==> src/design/rsc_defines.vh <==
// Constants of the chip reset controller: offsets, fields, reset values and times
`ifndef RSC_DEFINES_VH
`define RSC_DEFINES_VH

`define RSC_OFF_FLAGS 8'h08
`define RSC_OFF_BROWNOUT_DELAY_CONFIG 8'h14
`define RSC_OFF_PERIPH 8'h40

`define RSC_FLAGS_RESET 32'h0000_0001
`define RSC_FLAGS_MASK 32'h0000_00DF
`define RSC_BROWNOUT_DELAY_CONFIG_RESET 32'h0000_0001
`define RSC_BROWNOUT_DELAY_CONFIG_MASK 32'h0000_0001
`define RSC_PERIPH_RESET 32'h0000_0000
`define RSC_PERIPH_MASK 32'h0FFF_FFFE

`define RSC_BIT_FLASH_WRITE_RESET_FLAG 7
`define RSC_BIT_PCOVR 6
`define RSC_BIT_LOCKUP 4
`define RSC_BIT_SWREQ 3
`define RSC_BIT_WDOG 2
`define RSC_BIT_BOR 1
`define RSC_BIT_POR 0
`define RSC_BIT_DLY_SEL 0
`define RSC_BIT_DMA 22

`define RSC_CLK_KHZ 25000
`define RSC_POR_MS 93
`define RSC_RELEASE_MS 7

`define RSC_BOR_D0_42_US 239
`define RSC_BOR_D0_37_US 234
`define RSC_BOR_D0_33_US 199
`define RSC_BOR_D0_28_US 207
`define RSC_BOR_D1_42_US 116
`define RSC_BOR_D1_37_US 112
`define RSC_BOR_D1_33_US 107
`define RSC_BOR_D1_28_US 116

`define RSC_THR_42 3'b001
`define RSC_THR_37 3'b011
`define RSC_THR_33 3'b100
`define RSC_THR_28 3'b101

`define RSC_RESP_OKAY 2'b00
`define RSC_RESP_SLVERR 2'b10

`endif

==> src/design/rsc_delay_count.v <==
// Loadable down counter used for the reset release and brown-out filter delays
`timescale 1ns/1ps
module rsc_delay_count #(
  parameter W = 22
) (
  input wire clk_i,
  input wire rst_n_i,
  input wire load_i,
  input wire [W-1:0] value_i,
  output wire zero_o
);
  reg [W-1:0] count_q;
  reg [W-1:0] count_d;

  always @* begin
    count_d = count_q;
    if (load_i) begin
      count_d = value_i;
    end else if (count_q != {W{1'b0}}) begin
      count_d = count_q - {{(W-1){1'b0}}, 1'b1};
    end
  end

  always @(posedge clk_i or negedge rst_n_i) begin
    if (!rst_n_i) begin
      count_q <= {W{1'b0}};
    end else begin
      count_q <= count_d;
    end
  end

  assign zero_o = (count_q == {W{1'b0}});
endmodule // rsc_delay_count

==> src/design/rsc_reset_ctrl.v <==
// Chip reset controller: reset sequencing, cause flags and peripheral reset holds
`timescale 1ns/1ps
`include "rsc_defines.vh"

// What this block does
// After power-on, hold the power-on release low for 93 ms, then raise it.
// After flash programming mode ends, keep system reset low 7 ms more, then release.
// Watchdog, overflow, software or lockup request pulls system reset low for 7 ms.
// Once normal operation was reached, flash programming requests are ignored.
// Brown-out holds system reset while low; release 7 ms after it returns high.
// Flag bit 7 records flash programming reset, bit 6 program counter overflow reset.
// Flag bit 4 records lockup, bit 3 software, bit 2 watchdog reset; bit 5 reserved.
// Flag bit 1 records brown-out reset; bits 31 to 8 read zero.
// Flag bit 0 records power-on reset and reads 1 after power-on.
// Writing 0 to a flag bit clears it; nothing else clears flags from software.
// After power-on the flag register holds only the power-on flag.
// Brown-out configuration holds one delay select bit, default option 1.
// Brown-out filter delay follows select and threshold: 199-239 us or 107-116 us.
// A peripheral hold bit written 1 keeps that module in reset until written 0.
// Hold bits 27 to 1 map divider, GPIO, DMA, CRC, ADC, watchdog, timers, PWM, I2C, UART, SPI.
// The DMA hold bit also resets the DMA registers and request multiplexer.
// Watchdog and overflow requests are sampled each rising edge, then 7 ms reset.
// System reset stays low while flash programming mode input is high, until normal operation was first reached.
// Brown-out threshold and enable come from option byte inputs, not registers.
// Reset flags survive the global resets they record.
// Any global reset returns hold and brown-out configuration registers to reset values.
module rsc_reset_ctrl #(
  parameter ADDR_W = 8,
  parameter CNT_W = 22,
  parameter POR_CYCLES = `RSC_POR_MS * `RSC_CLK_KHZ,
  parameter RELEASE_CYCLES = `RSC_RELEASE_MS * `RSC_CLK_KHZ,
  parameter CYC_PER_US = `RSC_CLK_KHZ / 1000
) (
  input wire ref_clk_i,
  input wire rst_b_i,
  input wire flash_program_mode_i,
  input wire brownout_detect_n_i,
  input wire brownout_enable_i,
  input wire [2:0] brownout_threshold_choice_i,
  input wire watchdog_overflow_i,
  input wire pc_overrun_i,
  input wire cpu_reset_request_i,
  input wire cpu_lockup_i,
  output reg power_on_release_n_o,
  output reg sys_reset_n_o,
  output reg [26:0] peripheral_reset_hold_o,
  output reg transfer_mux_reset_o,
  input wire [ADDR_W-1:0] s_axil_awaddr,
  input wire s_axil_awvalid,
  output reg s_axil_awready,
  input wire [31:0] s_axil_wdata,
  input wire [3:0] s_axil_wstrb,
  input wire s_axil_wvalid,
  output reg s_axil_wready,
  output reg [1:0] s_axil_bresp,
  output reg s_axil_bvalid,
  input wire s_axil_bready,
  input wire [ADDR_W-1:0] s_axil_araddr,
  input wire s_axil_arvalid,
  output reg s_axil_arready,
  output reg [31:0] s_axil_rdata,
  output reg [1:0] s_axil_rresp,
  output reg s_axil_rvalid,
  input wire s_axil_rready
);
  localparam [2:0] ST_INIT = 3'd0;
  localparam [2:0] ST_POR = 3'd1;
  localparam [2:0] ST_HOLD = 3'd2;
  localparam [2:0] ST_DELAY = 3'd3;
  localparam [2:0] ST_RUN = 3'd4;

  // Filter delay in microseconds for the delay option and threshold code
  function [31:0] bor_delay_us;
    input sel;
    input [2:0] thr;
    begin
      case (thr)
        `RSC_THR_37: bor_delay_us = sel ? `RSC_BOR_D1_37_US : `RSC_BOR_D0_37_US;
        `RSC_THR_33: bor_delay_us = sel ? `RSC_BOR_D1_33_US : `RSC_BOR_D0_33_US;
        `RSC_THR_28: bor_delay_us = sel ? `RSC_BOR_D1_28_US : `RSC_BOR_D0_28_US;
        default: bor_delay_us = sel ? `RSC_BOR_D1_42_US : `RSC_BOR_D0_42_US;
      endcase
    end
  endfunction

  // Merge written bytes into an old value by strobe
  function [31:0] merge_strb;
    input [31:0] old_v;
    input [31:0] new_v;
    input [3:0] strb;
    integer i;
    begin
      merge_strb = old_v;
      for (i = 0; i < 4; i = i + 1) begin
        if (strb[i]) begin
          merge_strb[i*8 +: 8] = new_v[i*8 +: 8];
        end
      end
    end
  endfunction

  reg rst_meta_q;
  reg rst_sync_q;
  reg [2:0] state_q;
  reg [2:0] state_d;
  reg run_seen_q;
  reg [31:0] flags_q;
  reg [31:0] flags_d;
  reg [31:0] flag_set;
  reg [31:0] brownout_delay_config_q;
  reg [31:0] brownout_delay_config_d;
  reg [31:0] periph_q;
  reg [31:0] periph_d;
  reg seq_load;
  reg [CNT_W-1:0] seq_value;
  reg sys_reset_n_d;
  reg por_rel_d;
  reg [ADDR_W-1:0] aw_addr_q;
  reg [31:0] w_data_q;
  reg [3:0] w_strb_q;
  reg aw_got_q;
  reg w_got_q;
  reg [31:0] rd_value;
  reg rd_hit;
  wire seq_zero;
  wire bor_zero;
  wire bor_low;
  wire bor_active;
  wire flash_write_reset_flag_req;
  wire any_event;
  wire do_write;
  wire wr_hit;
  wire [31:0] wr_merged_flags;
  wire [31:0] wr_merged_cfg;
  wire [31:0] wr_merged_periph;
  wire [31:0] bor_cycles;

  // Reset release through two flip-flops
  always @(posedge ref_clk_i or negedge rst_b_i) begin
    if (!rst_b_i) begin
      rst_meta_q <= 1'b0;
      rst_sync_q <= 1'b0;
    end else begin
      rst_meta_q <= 1'b1;
      rst_sync_q <= rst_meta_q;
    end
  end

  rsc_delay_count #(.W(CNT_W)) u_seq_count (
    .clk_i(ref_clk_i),
    .rst_n_i(rst_sync_q),
    .load_i(seq_load),
    .value_i(seq_value),
    .zero_o(seq_zero)
  );

  // Brown-out filter: low level must last the selected delay before it counts
  assign bor_cycles = bor_delay_us(brownout_delay_config_q[`RSC_BIT_DLY_SEL], brownout_threshold_choice_i) * CYC_PER_US;
  assign bor_low = brownout_enable_i & ~brownout_detect_n_i;

  rsc_delay_count #(.W(CNT_W)) u_bor_filter (
    .clk_i(ref_clk_i),
    .rst_n_i(rst_sync_q),
    .load_i(~bor_low),
    .value_i(bor_cycles[CNT_W-1:0]),
    .zero_o(bor_zero)
  );

  assign bor_active = bor_low & bor_zero;
  assign flash_write_reset_flag_req = flash_program_mode_i & ~run_seen_q;
  assign any_event = watchdog_overflow_i | pc_overrun_i | cpu_reset_request_i | cpu_lockup_i;

  // Reset sequencer
  always @* begin
    state_d = state_q;
    seq_load = 1'b0;
    seq_value = RELEASE_CYCLES[CNT_W-1:0];
    sys_reset_n_d = sys_reset_n_o;
    por_rel_d = power_on_release_n_o;
    flag_set = 32'h0000_0000;
    case (state_q)
      ST_INIT: begin
        seq_load = 1'b1;
        seq_value = POR_CYCLES[CNT_W-1:0];
        state_d = ST_POR;
      end
      ST_POR: begin
        if (seq_zero) begin
          por_rel_d = 1'b1;
          state_d = ST_HOLD;
        end
      end
      ST_HOLD: begin
        if (!(flash_write_reset_flag_req | bor_active)) begin
          seq_load = 1'b1;
          state_d = ST_DELAY;
        end
      end
      ST_DELAY: begin
        if (flash_write_reset_flag_req | bor_active) begin
          state_d = ST_HOLD;
        end else if (seq_zero) begin
          sys_reset_n_d = 1'b1;
          state_d = ST_RUN;
        end
      end
      ST_RUN: begin
        if (bor_active) begin
          sys_reset_n_d = 1'b0;
          state_d = ST_HOLD;
        end else if (any_event) begin
          sys_reset_n_d = 1'b0;
          seq_load = 1'b1;
          state_d = ST_DELAY;
          flag_set[`RSC_BIT_WDOG] = watchdog_overflow_i;
          flag_set[`RSC_BIT_PCOVR] = pc_overrun_i;
          flag_set[`RSC_BIT_SWREQ] = cpu_reset_request_i;
          flag_set[`RSC_BIT_LOCKUP] = cpu_lockup_i;
        end
      end
      default: begin
        state_d = ST_INIT;
      end
    endcase
    if (state_q != ST_INIT && state_q != ST_POR) begin
      flag_set[`RSC_BIT_BOR] = flag_set[`RSC_BIT_BOR] | bor_active;
      flag_set[`RSC_BIT_FLASH_WRITE_RESET_FLAG] = flash_write_reset_flag_req;
    end
  end

  always @(posedge ref_clk_i or negedge rst_sync_q) begin
    if (!rst_sync_q) begin
      state_q <= ST_INIT;
      run_seen_q <= 1'b0;
      sys_reset_n_o <= 1'b0;
      power_on_release_n_o <= 1'b0;
    end else begin
      state_q <= state_d;
      sys_reset_n_o <= sys_reset_n_d;
      power_on_release_n_o <= por_rel_d;
      if (state_d == ST_RUN) begin
        run_seen_q <= 1'b1;
      end
    end
  end

  // Register bus: address and data taken in either order, write done when both held
  assign do_write = aw_got_q & w_got_q & ~s_axil_bvalid;
  assign wr_hit = (aw_addr_q == `RSC_OFF_FLAGS) | (aw_addr_q == `RSC_OFF_BROWNOUT_DELAY_CONFIG) |
                  (aw_addr_q == `RSC_OFF_PERIPH);
  assign wr_merged_flags = merge_strb(flags_q, w_data_q, w_strb_q);
  assign wr_merged_cfg = merge_strb(brownout_delay_config_q, w_data_q, w_strb_q);
  assign wr_merged_periph = merge_strb(periph_q, w_data_q, w_strb_q);

  always @* begin
    flags_d = flags_q;
    if (do_write && aw_addr_q == `RSC_OFF_FLAGS) begin
      flags_d = flags_q & wr_merged_flags;
    end
    flags_d = (flags_d | flag_set) & `RSC_FLAGS_MASK;
    brownout_delay_config_d = brownout_delay_config_q;
    periph_d = periph_q;
    if (do_write && aw_addr_q == `RSC_OFF_BROWNOUT_DELAY_CONFIG) begin
      brownout_delay_config_d = wr_merged_cfg & `RSC_BROWNOUT_DELAY_CONFIG_MASK;
    end
    if (do_write && aw_addr_q == `RSC_OFF_PERIPH) begin
      periph_d = wr_merged_periph & `RSC_PERIPH_MASK;
    end
    if (!sys_reset_n_o) begin
      brownout_delay_config_d = `RSC_BROWNOUT_DELAY_CONFIG_RESET;
      periph_d = `RSC_PERIPH_RESET;
    end
  end

  // Flags are cleared only by the power-on reset and by software writes of 0
  always @(posedge ref_clk_i or negedge rst_sync_q) begin
    if (!rst_sync_q) begin
      flags_q <= `RSC_FLAGS_RESET;
    end else begin
      flags_q <= flags_d;
    end
  end

  always @(posedge ref_clk_i or negedge rst_sync_q) begin
    if (!rst_sync_q) begin
      brownout_delay_config_q <= `RSC_BROWNOUT_DELAY_CONFIG_RESET;
      periph_q <= `RSC_PERIPH_RESET;
      peripheral_reset_hold_o <= 27'd0;
      transfer_mux_reset_o <= 1'b0;
    end else begin
      brownout_delay_config_q <= brownout_delay_config_d;
      periph_q <= periph_d;
      peripheral_reset_hold_o <= periph_d[27:1];
      transfer_mux_reset_o <= periph_d[`RSC_BIT_DMA];
    end
  end

  always @(posedge ref_clk_i or negedge rst_sync_q) begin
    if (!rst_sync_q) begin
      s_axil_awready <= 1'b1;
      s_axil_wready <= 1'b1;
      s_axil_bvalid <= 1'b0;
      s_axil_bresp <= `RSC_RESP_OKAY;
      aw_got_q <= 1'b0;
      w_got_q <= 1'b0;
      aw_addr_q <= {ADDR_W{1'b0}};
      w_data_q <= 32'h0000_0000;
      w_strb_q <= 4'h0;
    end else begin
      if (s_axil_awvalid && s_axil_awready) begin
        aw_addr_q <= s_axil_awaddr;
        aw_got_q <= 1'b1;
        s_axil_awready <= 1'b0;
      end
      if (s_axil_wvalid && s_axil_wready) begin
        w_data_q <= s_axil_wdata;
        w_strb_q <= s_axil_wstrb;
        w_got_q <= 1'b1;
        s_axil_wready <= 1'b0;
      end
      if (do_write) begin
        s_axil_bvalid <= 1'b1;
        s_axil_bresp <= wr_hit ? `RSC_RESP_OKAY : `RSC_RESP_SLVERR;
      end
      if (s_axil_bvalid && s_axil_bready) begin
        s_axil_bvalid <= 1'b0;
        aw_got_q <= 1'b0;
        w_got_q <= 1'b0;
        s_axil_awready <= 1'b1;
        s_axil_wready <= 1'b1;
      end
    end
  end

  always @* begin
    rd_hit = 1'b1;
    case (s_axil_araddr)
      `RSC_OFF_FLAGS: rd_value = flags_q;
      `RSC_OFF_BROWNOUT_DELAY_CONFIG: rd_value = brownout_delay_config_q;
      `RSC_OFF_PERIPH: rd_value = periph_q;
      default: begin
        rd_value = 32'h0000_0000;
        rd_hit = 1'b0;
      end
    endcase
  end

  always @(posedge ref_clk_i or negedge rst_sync_q) begin
    if (!rst_sync_q) begin
      s_axil_arready <= 1'b1;
      s_axil_rvalid <= 1'b0;
      s_axil_rdata <= 32'h0000_0000;
      s_axil_rresp <= `RSC_RESP_OKAY;
    end else begin
      if (s_axil_arvalid && s_axil_arready) begin
        s_axil_arready <= 1'b0;
        s_axil_rvalid <= 1'b1;
        s_axil_rdata <= rd_value;
        s_axil_rresp <= rd_hit ? `RSC_RESP_OKAY : `RSC_RESP_SLVERR;
      end
      if (s_axil_rvalid && s_axil_rready) begin
        s_axil_rvalid <= 1'b0;
        s_axil_arready <= 1'b1;
      end
    end
  end
endmodule // rsc_reset_ctrl

==> config.mk <==
export PLATFORM = sky130hd
export DESIGN_NAME = rsc_reset_ctrl
export DESIGN_NICKNAME = d
export VERILOG_FILES = /design/src/design/rsc_delay_count.v /design/src/design/rsc_reset_ctrl.v
export VERILOG_INCLUDE_DIRS = /design/src /design/src/design
export SDC_FILE = /design/constraint.sdc
export NUM_CORES = 1
export LEC_CHECK = 0
export ABC_AREA = 1
export BUFFER_PORTS_ARGS = -buffer_cell sky130_fd_sc_hd__buf_4
export CAP_MARGIN = 5
export CORE_MARGIN = 8
export CORE_UTILIZATION = 57
export DETAILED_ROUTE_END_ITERATION = 6
export PLACE_DENSITY = 0.81
export SLEW_MARGIN = 25
export SYNTH_ARGS = -nofsm -noshare
export SYNTH_HDL_FRONTEND = slang
export SYNTH_SLANG_ARGS = --single-unit
==> constraint.sdc <==
create_clock -name ref_clk_i -period 5.4 [get_ports ref_clk_i]
set_input_delay 0 -clock ref_clk_i [delete_from_list [all_inputs] [get_ports ref_clk_i]]
set_output_delay 0 -clock ref_clk_i [all_outputs]
set_load 0.02 [all_outputs]
# Yosys cells after proc, flatten, opt, wreduce, memory -nomap -nowiden
# Cells that the tools add are included.
# classes
n_eq_ne	25
muxes	63
reduce_logical	29
n_bitwise	16
addsub	2
multipliers	1
# op_table
operator	count
$mux W32	4
$mux W22	5
$pmux W32 S3	1
$mux W8	9
$logic_not A22 Y1	2
$reduce_bool A22 Y1	2
$sub A22 B1 Y22 const B	2
$mul A32 B5 Y22 const B	1
$mux W1	28
$mux W3	9
$pmux W8 S3	1
$eq A8 B4 Y1 const B	2
$eq A8 B5 Y1 const B	2
$eq A8 B7 Y1 const B	2
$pmux W3 S5	1
$ne A2 B1 Y1 const B	7
$eq A3 B3 Y1 const B	4
$reduce_and A2 Y1	6
$reduce_bool A2 Y1	6
$eq A3 B2 Y1 const B	3
$logic_and A1 B1 Y1	9
$and A8 B8 Y8	1
$or A8 B8 Y8	1
$or A1 B1 Y1	6
other kinds (14)	22
# word_totals
in_bits	69
ff_bits	210
output_inout_bits	71

# Depth between registers and ports, before layout
# logic_depth
word_depth	7
depth_mapped	19
mapped_depth_nobuf	19

# Modules after synthesis
# From an unflattened synthesis, not the netlist that was laid out.
# hier_totals
hier_cells	1153
area_unflattened_um2	8854.7
# modules_own_cells
mod	area_per_inst_um2	seq_area_each_um2	cells_each	n_inst
rsc_reset_ctrl	5881.9	3009.1	711	1
rsc_delay_count	1486.4	550.5	221	2

# Worst setup path before layout
# Ideal clock, no wire load.
# synth_path
path_type	register to register
startpoint	register brownout_delay_config_q[0]
endpoint	register u_bor_filter.count_q[9]
path_buffers	0
setup_time_ns	0.122
setup_slack_ns	1.892
arrival_time_ns	3.387
t_required_ns	5.278
synth_period_minus_slack_ns	3.508
path_stages_with_launch	18
path_cell_list	dfstp_2 -> inv_1 -> nor2_1 -> inv_1 -> nand2_1 -> inv_1 -> ha_1 -> ha_1 -> inv_1 -> fa_1 -> inv_1 -> ha_1 -> nand2_1 -> o21ai_0 -> a21oi_1 -> or2_2 -> nand3_1 -> a21oi_1
# synth_between
elab_chain_cells	4
# synth_rtl
element	line	text
start, declared	rsc_reset_ctrl.v:110	reg [31:0] brownout_delay_config_q;
start signal, assigned	rsc_reset_ctrl.v:286	brownout_delay_config_q <= `RSC_BROWNOUT_DELAY_CONFIG_RESET;
start signal, assigned	rsc_reset_ctrl.v:291	brownout_delay_config_q <= brownout_delay_config_d;
$mux W8 (no line)	--	
$pmux W8 S3 (*)	rsc_reset_ctrl.v:77	case (thr)
$mul A32 B5 Y22 (*)	rsc_reset_ctrl.v:158	assign bor_cycles = bor_delay_us(brownout_delay_config_q[`RSC_BIT_DLY_SEL], brownout_threshold_choice_i) * CYC ...
$mux W22 (*)	rsc_delay_count.v:17	if (load_i) begin
end signal, assigned	rsc_delay_count.v:26	count_q <= {W{1'b0}};
end signal, assigned	rsc_delay_count.v:28	count_q <= count_d;
end, declared	rsc_delay_count.v:12	reg [W-1:0] count_q;
# Mark *: on every way between the ends. The rest lies on a longest branch, timed or not.
# A chain may end at the register's enable or synchronous reset.

# Worst setup path after layout
# Same ends and word-level chain as after synthesis.

==> summary.txt <==
Timing
  • Final Critical Period: 4.01 ns
  • Fmax: approximately 250 MHz
  • Skew final: around 0.0078 ns
  • Final period utilization: around 74%
  • Unrepaired setup endpoints after global routing: no
  • Final hold vios: 0
  • Final setup viols: 0
  • Slack of the critical path: 1.39 ns
  • Worst-Margin Slew: approximately 0.9 ns
  • Hold slack: between 0.03 and 0.04 ns
  • Max-slew violation count: 0
  • Slew headroom: ~40%
  • Final TNS setup: 0 ns

Clock tree
  • Post-CTS Resized: 0
  • CTS Buf Count: 17
  • CTS tree: built
  • Root Buffer: clkbuf_16
  • Clock slew at reported path FFs: 0.06 ns
  • Worst-Skew Late Latency: around 0.42 ns
  • H-tree Lvls: 4
  • CTS Sinks: 164
  • Bufs on Longest Clock Path: 2

Synthesis
  • Post-synth cell types: 50
  • Avg Inst Size Synth: around 8.4 um2
  • Post-synth top area cell: dfrtp_1
  • Sequential share of the synthesized area: approximately half
  • Yosys top cell area share: between 40% and 50%
  • Dominant cells by area after synthesis: dfrtp_1, nand2_1, inv_1, ha_1, o21ai_0
  • Syn. warnings: 0
  • Number of synthesized flops with an enable pin: 0
  • Gate Count Post-Synth: between 1000 and 1500
  • Fraction of registers with async set/reset: 100%
  • Yosys reg bits: around 160
  • Netlist Area Pre-Place: about 8400 um2
  • Post-synth top flop: dfrtp_1

Run status
  • Outcome: complete, no violations

Worst setup path
  • Crit path arrival time: ~4.3 ns
  • Crit path cell chain: inv_1 -> nor2_1 -> inv_1 -> nand2_1 -> inv_1 -> ha_1 -> ha_1 -> inv_1 -> fa_1 -> inv_1 -> ha_1 -> nand2_1 -> o21ai_0 -> a21oi_1 -> or2_2 -> nand3_1 -> a21oi_1
  • Slowest stage delay, CP: approximately 0.65 ns
  • CP delay by family, top: adder cells
  • FF-to-FF Start: brownout_delay_config_q[0]$_DFFE_PN1P_
  • Critical Path Start: brownout_delay_config_q[0]$_DFFE_PN1P_
  • CP max stage cell: dfstp_2
  • Element type at the critical path start: flip-flop
  • Worst Path Required: roughly 5.7 ns
  • Buf+Inv Stages, Crit Path: 5
  • Worst-path maximum fanout: 8
  • Most frequent CP cell: inv_1
  • Critical path class: flip-flop to flip-flop
  • CP Capture Type: flip-flop

Place
  • Placement Cell Area: between 9000 and 10000 um2
  • Port Buffers: 129
  • GP Congestion: a little over 0.9
  • Hpwl dp: around 15 mm
  • Dpl ws: about 1.4 ns

Cells and area
  • Multi-input logic area: 3680 um2
  • Fillers: ~1000
  • Final Instance Area: 10700 um2
  • Register area: just over 4000 um2
  • Final nets: ~1300
  • Layout cell share with drive strength beyond 1: 17.7%
  • Layout area overhead: 27.2%

Run
  • MaxCap Viol Count: 0

Detailed routing
  • Via count: 7593
  • Routed wire length: about 23 mm
  • WL per Instance: about 17 um
  • Drt drc: 0
  • Initial drt markers: between 700 and 800
  • Final ANT Viol Nets: 0
  • TritonRoute pass-1 iters: 5
  • Avg Vias per Cell: between 5 and 6

Floorplanning
  • Initial Utilization: 58.1%
  • Core area: around 14000 um2
  • Die ar.: between 15000 and 20000 um2
  • Std-Cell Rows: 44
  • Die H: between 100 and 150 um
  • Io pins: 140
  • Die width: between 100 and 150 um

Power
  • Static leakage: 5.27 nW
  • VDD IR max: 282 uV
  • PD cells: around 360 nW/um2

Global route
  • Total track usage: 25.5%
  • Largest net degree at the start of global routing: 81
  • Vias in the first global route: around 7700
  • First-pass GRT wire length: about 38 mm
  • Remaining Overflow, GRT: 0
  • Initial antenna violation count: 0

Hold path
  • Hold Path Class: primary input to flip-flop
  • Worst hold path startpoint: s_axil_araddr[1]
[through the flow]
| stage | std cells | total power, W | utilization [%] |
|---|---|---|---|
| 2_1_floorplan | 1011 | 0.00231 | - |
| 3_3_place_gp | 1299 | 0.00255 | 65.5 |
| 3_5_place_dp | 1299 | 0.00258 | 65.5 |
| 4_1_cts | 1388 | 0.00384 | 73.6 |
| 5_1_grt | 1389 | 0.00409 | 73.8 |
| 6_report | 1391 | 0.00386 | 73.8 |
[cell usage in the layout, fill, tap and decap left out, drive strengths merged, types with 12 or more instances in the layout]
cell           n
a21oi         19
buf          134
clkbuf        18
dfrtp        159
dlygate4sd3   57
ha            28
inv          130
nand2        260
nand3         59
nand4         12
nor2         105
nor3          23
o21ai         70
o31ai         25
xor2          23
[report_power, final]
group | internal, W | leakage (nW) | switching, W
sequential | 0.00149 | 2.08 | 0.000196
combinational | 0.000371 | 2.91 | 0.000595
clock | 0.000699 | 0.289 | 0.000510
[what timing repair did]
| item | 4_1_cts | 5_1_grt |
|---|---|---|
| setup buffers | 0 | 0 |
| hold buffers | 57 | 0 |
| endpoints found under the hold margin | 58 | 0 |
[sequential cells by signal (all words and copies together) (netlist names), 3 cells and up]
name,flops
aw_addr_q,8
flags_q,7
periph_q,27
s_axil_rdata,28
state_q,3
u_bor_filter.count_q,22
u_seq_count.count_q,22
w_data_q,28
w_strb_q,4
[routing by layer]
layer,track usage (%),share of wire (%),up-vias
li1,-,-,3628
met1,32.1,41,3577
met2,41.4,48,330
met3,6.78,7.7,58
met4,9.66,3.2,0
met5,0,0,-
[worst paths after layout]
path | end | slack, ns | cells past startpoint
worst max-delay path | u_bor_filter.count_q[9]$_DFFE_PN0N_ | 1.39 | 17
worst min-delay path | s_axil_rdata[6]$_DFFE_PN0P_ | 0.03 | 6
worst max register to register | u_bor_filter.count_q[9]$_DFFE_PN0N_ | 1.39 | 17
worst min register to register | rst_sync_q$_DFF_PN0_ | 0.35 | 0
max in group asynchronous | s_axil_rdata[20]$_DFFE_PN0P_ | 3.81 | 2
min in group asynchronous | u_seq_count.count_q[2]$_DFFE_PN0P_ | 0.36 | 0
[cells in the mapped netlist, types with 2 or more instances]
cell type	n
a21o_1	2
o21ai_0	69
nand4_4	2
o21bai_1	3
nand3_1	57
ha_1	28
a21oi_1	19
nand2_2	6
nor3b_2	3
a31oi_1	7
o31ai_1	25
nand3b_1	5
o22ai_1	8
nand4_1	9
nor2_2	13
conb_1	2
dfrtp_1	159
xor2_1	23
nand3_4	2
xnor2_1	5
buf_6	3
or2_2	6
fa_1	2
nor2_1	90
a211oi_1	4
nor3_1	22
inv_1	126
nor4_1	6
buf_2	2
buf_4	9
nand2_1	253
dfstp_2	5
clkbuf_1	13
buf_1	2
[logic make-up (layout without fill, tap and decap cells)]
logic type | count (synthesis) | count (layout) | synth area share (%)
AOI/OAI and AO/OA | 143 | 143 | 9.93
xor gates and xnor gates | 28 | 28 | 2.92
adders and majority gates | 30 | 30 | 4.64
buffers and inverters | 157 | 351 | 7.71
DFF | 164 | 164 | 48.9
other | 2 | 9 | 0.0893
and+or+nand+nor | 482 | 482 | 25.8
[worst register-to-register path: cells and delay by family (launching register included)]
| kind | cells | cell delay (ns) |
|---|---|---|
| buf+inv | 5 | 0.47 |
| fa+ha+maj | 4 | 1.39 |
| compound gates | 3 | 0.39 |
| flops | 1 | 0.65 |
| simple gates | 5 | 0.98 |
[final cells by class]
type	instances	share of cell area, %
clock buffers	18	4.11
diodes	2	0.0468
well taps	184	2.15
clock inverters	14	1.44
inverters	128	4.49
flip-flops and latches	164	38.5
repair buffers	191	14.9
multi-input cells	690	34.4
No activity file was read; power rests on OpenSTA's default activity.
